**config.mk**
```make
export PLATFORM = sky130hd
export DESIGN_NAME = skc_key
export DESIGN_NICKNAME = d
export VERILOG_FILES = /design/src/pkg/skc_pkg.sv /design/src/logic/skc_key.sv
export VERILOG_INCLUDE_DIRS = /design/src /design/src/pkg
export SDC_FILE = /design/constraint.sdc
export NUM_CORES = 1
export LEC_CHECK = 0
export BUFFER_PORTS_ARGS = -buffer_cell sky130_fd_sc_hd__buf_2
export CAP_MARGIN = 10
export CELL_PAD_IN_SITES_DETAIL_PLACEMENT = 1
export CELL_PAD_IN_SITES_GLOBAL_PLACEMENT = 1
export CORE_MARGIN = 1.5
export CORE_UTILIZATION = 51
export CTS_CLUSTER_SIZE = 8
export DETAILED_ROUTE_END_ITERATION = 10
export HOLD_SLACK_MARGIN = 0.15
export PLACE_DENSITY_LB_ADDON = 0.1
export SLEW_MARGIN = 20
export SYNTH_ARGS = -nofsm -noshare
export SYNTH_HDL_FRONTEND = slang
export SYNTH_SLANG_ARGS = --single-unit
```
**constraint.sdc**
```tcl
create_clock -name CORE_CLK_I -period 18.2 [get_ports CORE_CLK_I]
set_clock_uncertainty 0.1 [all_clocks]
set_input_delay 3.64 -clock CORE_CLK_I [delete_from_list [all_inputs] [get_ports CORE_CLK_I]]
set_output_delay 3.64 -clock CORE_CLK_I [all_outputs]
set_load 0.03 [all_outputs]
```
**src/pkg/skc_cfg.svh**
```systemverilog
// Constants for the serial key command logic.
// Assumes inclusion by bare name from the design module and the bench.
`ifndef SKC_CFG_SVH
`define SKC_CFG_SVH
`define SKC_CODE_READ 8'h46
`define SKC_CODE_WRITE 8'hb9
`define SKC_MODE_PROG 2'h2
`define SKC_MODE_NORM 2'h1
`define SKC_CMD_BITS 8'h18
`define SKC_ID_BITS 8'h40
`define SKC_MEM_BITS 8'h80
`define SKC_BUS_CODE_DFLT 13'h0000
`define SKC_LFSR_SEED 16'hace1
`endif

```
**src/pkg/skc_pkg.sv**
```systemverilog
// Types shared by the serial key command logic.
// Assumes the bench and the design compile this before the design module.
package skc_pkg;
   typedef enum logic [2:0] {
      SKC_IDLE = 3'h0,
      SKC_CMD = 3'h1,
      SKC_IDOUT = 3'h3,
      SKC_PASS = 3'h2,
      SKC_MEM = 3'h6,
      SKC_PROG = 3'h5,
      SKC_ABORT = 3'h4
   } skc_state_e;
   typedef struct packed {
      logic [127:0] mem;
      logic [63:0] ident;
      logic [63:0] match;
   } skc_store_s;
endpackage : skc_pkg

```
**src/logic/skc_key.sv**
```systemverilog
// Serial key access logic: command decode, identification, password and memory.
// Assumes link pins arrive asynchronously and are sampled by CORE_CLK_I.
`include "skc_cfg.svh"
// Function
// - First byte must be read or write
// - Mode bits 10 select program mode
// - Program mode only with write code
// - Mode bits 01 select normal mode
// - Mode bits 00 or 11 abort
// - Thirteen bus code bits must match configuration
// - Last command bit must be one
// - Raised gate starts command shifting
// - Low gate ends transfer, releases data
// - Bit period is fall then rise
// - Inputs sampled on rising clock edge
// - Read bits driven on falling edge
// - Rising edge releases the data line
// - Normal mode outputs 64 identification bits
// - Host writes 64 password bits, compared
// - Mismatch gives random reads, ignores writes
// - Program mode stores identification then match
module skc_key (
   input wire logic CORE_CLK_I,
   input wire logic RST_I,
   input wire logic GATE_I,
   input wire logic SCLK_I,
   input wire logic DATA_I,
   output logic DATA_O,
   output logic DATA_OE_O,
   input wire logic [12:0] BUS_CODE_I,
   output logic BUSY_O,
   output logic ABORT_O,
   output logic MATCH_O
);
   // Synchronised pin samples and the edges found in them.
   logic [2:0] gate_sync_reg;
   logic [2:0] sclk_sync_reg;
   logic [1:0] data_sync_reg;
   logic rise;
   logic fall;
   logic gate;

   skc_pkg::skc_state_e state_reg;
   logic [7:0] cnt_reg;
   logic [23:0] cmd_reg;
   logic [63:0] pass_reg;
   logic is_write_reg;
   logic match_reg;
   logic [15:0] lfsr_reg;
   skc_pkg::skc_store_s store_reg;

   // Decoded command and positions inside the running phase.
   logic [23:0] cmd_full;
   logic cmd_ok;
   logic prog_sel;
   logic last_bit;
   logic [6:0] mem_idx;
   logic [5:0] id_idx;

   logic [12:0] bus_code_meta_reg;
   logic [12:0] bus_code_reg;

   // Decode a full command word; bit 0 of each byte was shifted first.
   function automatic logic cmd_valid(input logic [23:0] c, input logic [12:0] code);
      logic first_ok;
      logic mode_ok;
      logic code_ok;
      logic stop_ok;
      first_ok = 1'b0;
      mode_ok = 1'b0;
      code_ok = 1'b0;
      stop_ok = 1'b0;
      first_ok = (c[7:0] == `SKC_CODE_READ) || (c[7:0] == `SKC_CODE_WRITE);
      mode_ok = (c[9:8] == `SKC_MODE_NORM) || (c[9:8] == `SKC_MODE_PROG);
      if (c[9:8] == `SKC_MODE_PROG && c[7:0] != `SKC_CODE_WRITE) begin
         mode_ok = 1'b0;
      end
      code_ok = (c[22:10] == code);
      stop_ok = c[23];
      cmd_valid = first_ok && mode_ok && code_ok && stop_ok;
   endfunction : cmd_valid

   // Bit position inside a phase. Indexing instead of rotating keeps the store intact
   // when the host cuts a phase short with the gate.
   function automatic logic [6:0] bit_index(input logic [7:0] total, input logic [7:0] left);
      bit_index = 7'(total - left);
   endfunction : bit_index

   // Two flops before use; the third shift clock stage only feeds edge detection, and the third gate stage is unused.
   always_ff @(posedge CORE_CLK_I or posedge RST_I) begin
      if (RST_I) begin
         gate_sync_reg <= 3'h0;
         sclk_sync_reg <= 3'h0;
         data_sync_reg <= 2'h0;
      end else begin
         gate_sync_reg <= {gate_sync_reg[1:0], GATE_I};
         sclk_sync_reg <= {sclk_sync_reg[1:0], SCLK_I};
         data_sync_reg <= {data_sync_reg[0], DATA_I};
      end
   end

   // The bus code is a strap from outside this clock domain. It is only compared when a
   // command completes, so two flops per bit suffice as long as it changes between transfers.
   always_ff @(posedge CORE_CLK_I or posedge RST_I) begin
      if (RST_I) begin
         bus_code_meta_reg <= `SKC_BUS_CODE_DFLT;
         bus_code_reg <= `SKC_BUS_CODE_DFLT;
      end else begin
         bus_code_meta_reg <= BUS_CODE_I;
         bus_code_reg <= bus_code_meta_reg;
      end
   end

   assign gate = gate_sync_reg[1];
   assign rise = sclk_sync_reg[1] & ~sclk_sync_reg[2];
   assign fall = ~sclk_sync_reg[1] & sclk_sync_reg[2];
   assign cmd_full = {data_sync_reg[1], cmd_reg[23:1]};
   assign cmd_ok = cmd_valid(cmd_full, bus_code_reg);
   assign prog_sel = (cmd_full[9:8] == `SKC_MODE_PROG);
   assign last_bit = (cnt_reg == 8'h01);
   assign mem_idx = bit_index(`SKC_MEM_BITS, cnt_reg);
   assign id_idx = 6'(bit_index(`SKC_ID_BITS, cnt_reg));

   // Sequencer; every phase counts down its bit periods on rising edges.
   // A finished memory or program phase, or a rejected command, parks in the abort state, which only a low gate leaves.
   always_ff @(posedge CORE_CLK_I or posedge RST_I) begin
      if (RST_I) begin
         state_reg <= skc_pkg::SKC_IDLE;
         cnt_reg <= 8'h00;
      end else if (!gate) begin
         state_reg <= skc_pkg::SKC_IDLE;
         cnt_reg <= 8'h00;
      end else begin
         case (state_reg)
            skc_pkg::SKC_IDLE: begin
               state_reg <= skc_pkg::SKC_CMD;
               cnt_reg <= `SKC_CMD_BITS;
            end
            skc_pkg::SKC_CMD: begin
               if (rise) begin
                  cnt_reg <= cnt_reg - 8'h01;
                  if (last_bit) begin
                     if (!cmd_ok) begin
                        state_reg <= skc_pkg::SKC_ABORT;
                     end else if (prog_sel) begin
                        state_reg <= skc_pkg::SKC_PROG;
                        cnt_reg <= `SKC_MEM_BITS;
                     end else begin
                        state_reg <= skc_pkg::SKC_IDOUT;
                        cnt_reg <= `SKC_ID_BITS;
                     end
                  end
               end
            end
            skc_pkg::SKC_IDOUT: begin
               if (rise) begin
                  cnt_reg <= cnt_reg - 8'h01;
                  if (last_bit) begin
                     state_reg <= skc_pkg::SKC_PASS;
                     cnt_reg <= `SKC_ID_BITS;
                  end
               end
            end
            skc_pkg::SKC_PASS: begin
               if (rise) begin
                  cnt_reg <= cnt_reg - 8'h01;
                  if (last_bit) begin
                     state_reg <= skc_pkg::SKC_MEM;
                     cnt_reg <= `SKC_MEM_BITS;
                  end
               end
            end
            skc_pkg::SKC_MEM, skc_pkg::SKC_PROG: begin
               if (rise) begin
                  cnt_reg <= cnt_reg - 8'h01;
                  if (last_bit) begin
                     state_reg <= skc_pkg::SKC_ABORT;
                  end
               end
            end
            skc_pkg::SKC_ABORT: begin
               state_reg <= skc_pkg::SKC_ABORT;
            end
            default: begin
               state_reg <= skc_pkg::SKC_IDLE;
            end
         endcase
      end
   end

   // Command and password shift registers.
   always_ff @(posedge CORE_CLK_I or posedge RST_I) begin
      if (RST_I) begin
         cmd_reg <= 24'h000000;
         pass_reg <= 64'h0;
         is_write_reg <= 1'b0;
      end else if (rise && state_reg == skc_pkg::SKC_CMD) begin
         cmd_reg <= cmd_full;
         is_write_reg <= (cmd_full[7:0] == `SKC_CODE_WRITE);
      end else if (rise && state_reg == skc_pkg::SKC_PASS) begin
         pass_reg <= {data_sync_reg[1], pass_reg[63:1]};
      end
   end

   // Match flag is decided on the last password bit and holds until the gate goes low.
   always_ff @(posedge CORE_CLK_I or posedge RST_I) begin
      if (RST_I) begin
         match_reg <= 1'b0;
      end else if (!gate) begin
         match_reg <= 1'b0;
      end else if (rise && state_reg == skc_pkg::SKC_PASS && last_bit) begin
         match_reg <= ({data_sync_reg[1], pass_reg[63:1]} == store_reg.match);
      end
   end

   // Store, written one bit at a time where the phase counter points.
   // A cut program phase leaves the bits not yet reached as they were.
   always_ff @(posedge CORE_CLK_I or posedge RST_I) begin
      if (RST_I) begin
         store_reg <= '0;
      end else if (gate && rise) begin
         if (state_reg == skc_pkg::SKC_PROG) begin
            if (mem_idx[6]) begin
               store_reg.match[mem_idx[5:0]] <= data_sync_reg[1];
            end else begin
               store_reg.ident[mem_idx[5:0]] <= data_sync_reg[1];
            end
         end else if (state_reg == skc_pkg::SKC_MEM && match_reg && is_write_reg) begin
            store_reg.mem[mem_idx] <= data_sync_reg[1];
         end
      end
   end

   // Pseudo-random source for denied reads; a simple 16-bit maximal LFSR.
   // Its sequence repeats, so denied reads are unhelpful rather than secret.
   always_ff @(posedge CORE_CLK_I or posedge RST_I) begin
      if (RST_I) begin
         lfsr_reg <= `SKC_LFSR_SEED;
      end else if (rise) begin
         lfsr_reg <= {lfsr_reg[14:0], lfsr_reg[15] ^ lfsr_reg[13] ^ lfsr_reg[12] ^ lfsr_reg[10]};
      end
   end

   // Data pin driver. Release wins over drive, so a gate drop or a rising edge seen
   // together with a falling edge never leaves the line driven.
   always_ff @(posedge CORE_CLK_I or posedge RST_I) begin
      if (RST_I) begin
         DATA_O <= 1'b0;
         DATA_OE_O <= 1'b0;
      end else if (!gate) begin
         DATA_OE_O <= 1'b0;
      end else if (rise) begin
         DATA_OE_O <= 1'b0;
      end else if (fall) begin
         if (state_reg == skc_pkg::SKC_IDOUT) begin
            DATA_O <= store_reg.ident[id_idx];
            DATA_OE_O <= 1'b1;
         end else if (state_reg == skc_pkg::SKC_MEM && !is_write_reg) begin
            DATA_O <= match_reg ? store_reg.mem[mem_idx] : lfsr_reg[0];
            DATA_OE_O <= 1'b1;
         end
      end
   end

   // Status flags come from flops so the pins never glitch while the state changes.
   always_ff @(posedge CORE_CLK_I or posedge RST_I) begin
      if (RST_I) begin
         BUSY_O <= 1'b0;
         ABORT_O <= 1'b0;
      end else begin
         BUSY_O <= (state_reg != skc_pkg::SKC_IDLE) && (state_reg != skc_pkg::SKC_ABORT);
         ABORT_O <= (state_reg == skc_pkg::SKC_ABORT);
      end
   end

   assign MATCH_O = match_reg;
endmodule : skc_key

```
==> flow_metrics.tcl <==
set metrics [dict create \
    pre_cts_ws_ps 12010 \
    r2r_slack_ps 13410 \
    yosysMostFrequentCell "dfrtp_1" \
    drt_wl_total_um 55300 \
    timing.fmax_mhz 184 \
    r2r_start "cnt_reg[0]" \
    cp.depth 4 \
    dp_cells 2219 \
    area_growth_pct 10.6 \
    pin_count 23 \
    core_um2 37600 \
    fin_nets 1786 \
    path_clk_slew_ps 50 \
    rsz0062_at_grt "no" \
    ys_top_cells_by_count "400 x dfrtp_1, 265 x nand2_1, 247 x mux2_2, 168 x nor2_1, 94 x o21ai_0" \
    vdd_drop_max_v 0.0000800 \
    postSynthAreaPerCell_um2 10.9 \
    worst_ep_arrival_time_ps 5970 \
    antenna_found_initial 0 \
    synth_nets 1794 \
    synth_top_area_share 0.515 \
    power.density_nw_per_um2 108 \
    die_area_um2 39300 \
    hold_viol 0 \
    core.rowCount 71 \
    insertion_delay_ps 600 \
    cts_sinks 408 \
    cpMaxStageDelayCell "buf_4" \
    synthesis.area_um2 19400 \
    synth_cell_types 67 \
    critical-path-top-delay-family "buffers and inverters" \
    drive_above_1_share 0.238 \
    start_util 0.517 \
    timing.final.ws_setup_ps 12750 \
    fin_crit_ps 5450 \
    post-route-drc-count 0 \
    synthArstFlopShare 1.00 \
    antenna_cells 0 \
    vias_per_cell 5.93 \
    critical_path_buf_inv_count 4 \
    rr_endpoint "store_reg[207]" \
    worstSetupPathType "input port to async pin" \
    track_usage 0.293 \
    cts.path.max_buffers 3 \
    total_power_w 0.00232 \
    fin_crit_sh 0.299 \
    finalSetupTns_ps 0 \
    holdWs_ps 243 \
    maxCapViolCount 0 \
    seq_area_um2 10200 \
    ctsHtreeMaxLevel 2 \
    crit_end "store_reg[88]" \
    multi_input_area_um2 8770 \
    grt_overflow 0 \
    antenna_left 0 \
    status "finished, final reports clean" \
    p_leak_nw 10.4 \
    crit_path_end_kind "async pin" \
    yosys.area.top_type "dfrtp_1" \
    ff2ff_path_depth 8 \
    worstPathMaxFanout 155 \
    synth_seq_area_share 0.526 \
    slew_violations 0 \
    io_buffers 22 \
    crit_start "RST_I" \
    synthCells 1774 \
    grt_pass1_wl_um 87200 \
    start_kind "input port" \
    setup_violations 0 \
    hold_path.class "flop to flop" \
    synth.area.top_cells "dfrtp_1 52%, mux2_2 14%, nand2_1 5.1%" \
    path_cells "buf_2, inv_8, buf_12, buf_4" \
    slew_headroom 0.218 \
    post-dp-hpwl_um 34400 \
    numCtsBuffers 56 \
    synth_edf_count 0 \
    stdcell_count 2291 \
    worstMarginPinSlew_ps 1170 \
    gp_congestion 0.842 \
    cts.hold.buffers_added 0 \
    cts_tree "done" \
    grt_pass1_vias 14992 \
    slowest_delay_ps 760 \
    detail_route.wl_per_cell_um 24.1 \
    yosysWarnings 0 \
    grt_max_degree 156 \
    ys.flop_type "dfrtp_1" \
    fillers 3901 \
    firstDrtPassIters 6 \
    die_x_um 198 \
    cts_setup_buffers 0 \
    clockRootBuffer "clkbuf_16" \
    first_iter_violations 721 \
    vias 13579 \
    die_h_um 198 \
    ys_seq_elements 408 \
    cts_resized 0 \
    largest_reg_flops 256 \
    worstPathRequired_ps 18720 \
]
-- layer usage --
metal  up-vias  GRT usage  part of all wire
met2       271      0.501              0.49
met3       111     0.0492             0.039
met5         -          0                 0
met4         0      0.103             0.032
met1      7098      0.377              0.44
li1       6099          -                 -
-- layout make-up --
cell class | count | area share
multi-input combinational | 1242 | 0.408
clock buffer | 70 | 0.0677
inverter | 11 | 0.00227
tap | 511 | 0.0298
clock inverter | 2 | 0.00117
sequential | 408 | 0.476
timing repair buffer | 47 | 0.0145
-- placed cells by master, fill, tap and decap left out, types with 4 or more instances in the layout --
master | synthesis | final
dfrtp_1 | 400 | 398
nand2_1 | 265 | 265
mux2_2 | 247 | 247
nor2_1 | 168 | 168
o21ai_0 | 94 | 94
nand3_1 | 93 | 92
xor2_1 | 67 | 66
clkbuf_16 | 0 | 56
mux2_1 | 28 | 28
mux2i_1 | 26 | 26
mux4_2 | 26 | 26
a21oi_1 | 25 | 25
nor4_1 | 24 | 24
buf_4 | 2 | 24
buf_2 | 20 | 22
xnor2_1 | 17 | 17
nor2_2 | 17 | 17
clkbuf_1 | 82 | 14
inv_1 | 11 | 10
or3_1 | 11 | 10
nand2b_1 | 10 | 10
nand4_1 | 9 | 9
a31oi_1 | 10 | 9
dfstp_2 | 8 | 8
and3_1 | 7 | 7
nor3b_1 | 7 | 7
nor3_1 | 8 | 7
nor2b_1 | 7 | 7
o21ai_1 | 6 | 6
o2bb2ai_1 | 6 | 5
o21a_1 | 4 | 4
o211ai_1 | 4 | 4
a22o_1 | 4 | 4
-- worst min path at each step --
stage	startpoint	to	slack, ps	cells past startpoint
global route	bus_code_meta_reg[7]	bus_code_reg[7]	240	0
floorplan	bus_code_meta_reg[0]	bus_code_reg[0]	230	0
detailed placement	bus_code_meta_reg[10]	bus_code_reg[10]	240	0
CTS	bus_code_meta_reg[7]	bus_code_reg[7]	240	0
finish	bus_code_meta_reg[7]	bus_code_reg[7]	240	0
global placement	data_sync_reg[0]	data_sync_reg[1]	230	0
-- metrics by stage --
| step | util | area [um2] |
|---|---|---|
| final | 0.571 | 21500 |
| after global routing | 0.571 | 21500 |
| after CTS | 0.571 | 21500 |
| after detailed placement | 0.532 | 20000 |
| after global placement | 0.532 | 20000 |
| after floorplan | - | 19400 |
-- power breakdown --
part	leakage [nW]	switching (W)	total, W	internal [W]
Sequential	5.58	0.0000326	0.000962	0.000929
Combinational	4.15	0.000330	0.000438	0.000108
Clock	0.718	0.000376	0.000923	0.000547
Total	10.4	0.000738	0.00232	0.00158
-- worst register-to-register path, cell delays in order, from the launching register on --
cell and delay, ps:
dfrtp_2 790, inv_1 420, ha_4 570, buf_4 720, nand2_1 400, nor2_1 430
nand2_1 580, nor2_1 290, mux2_2 350
-- cells by family after synthesis --
family                     share of synthesized area
AOI/OAI and AO/OA                             0.0575
and+or+nand+nor                                0.146
DFF                                            0.526
buffers and inverters                         0.0256
adders and majority gates                    0.00129
xor gates and xnor gates                      0.0401
muxes                                          0.203
Note: power is estimated with default switching activity, not from simulation.
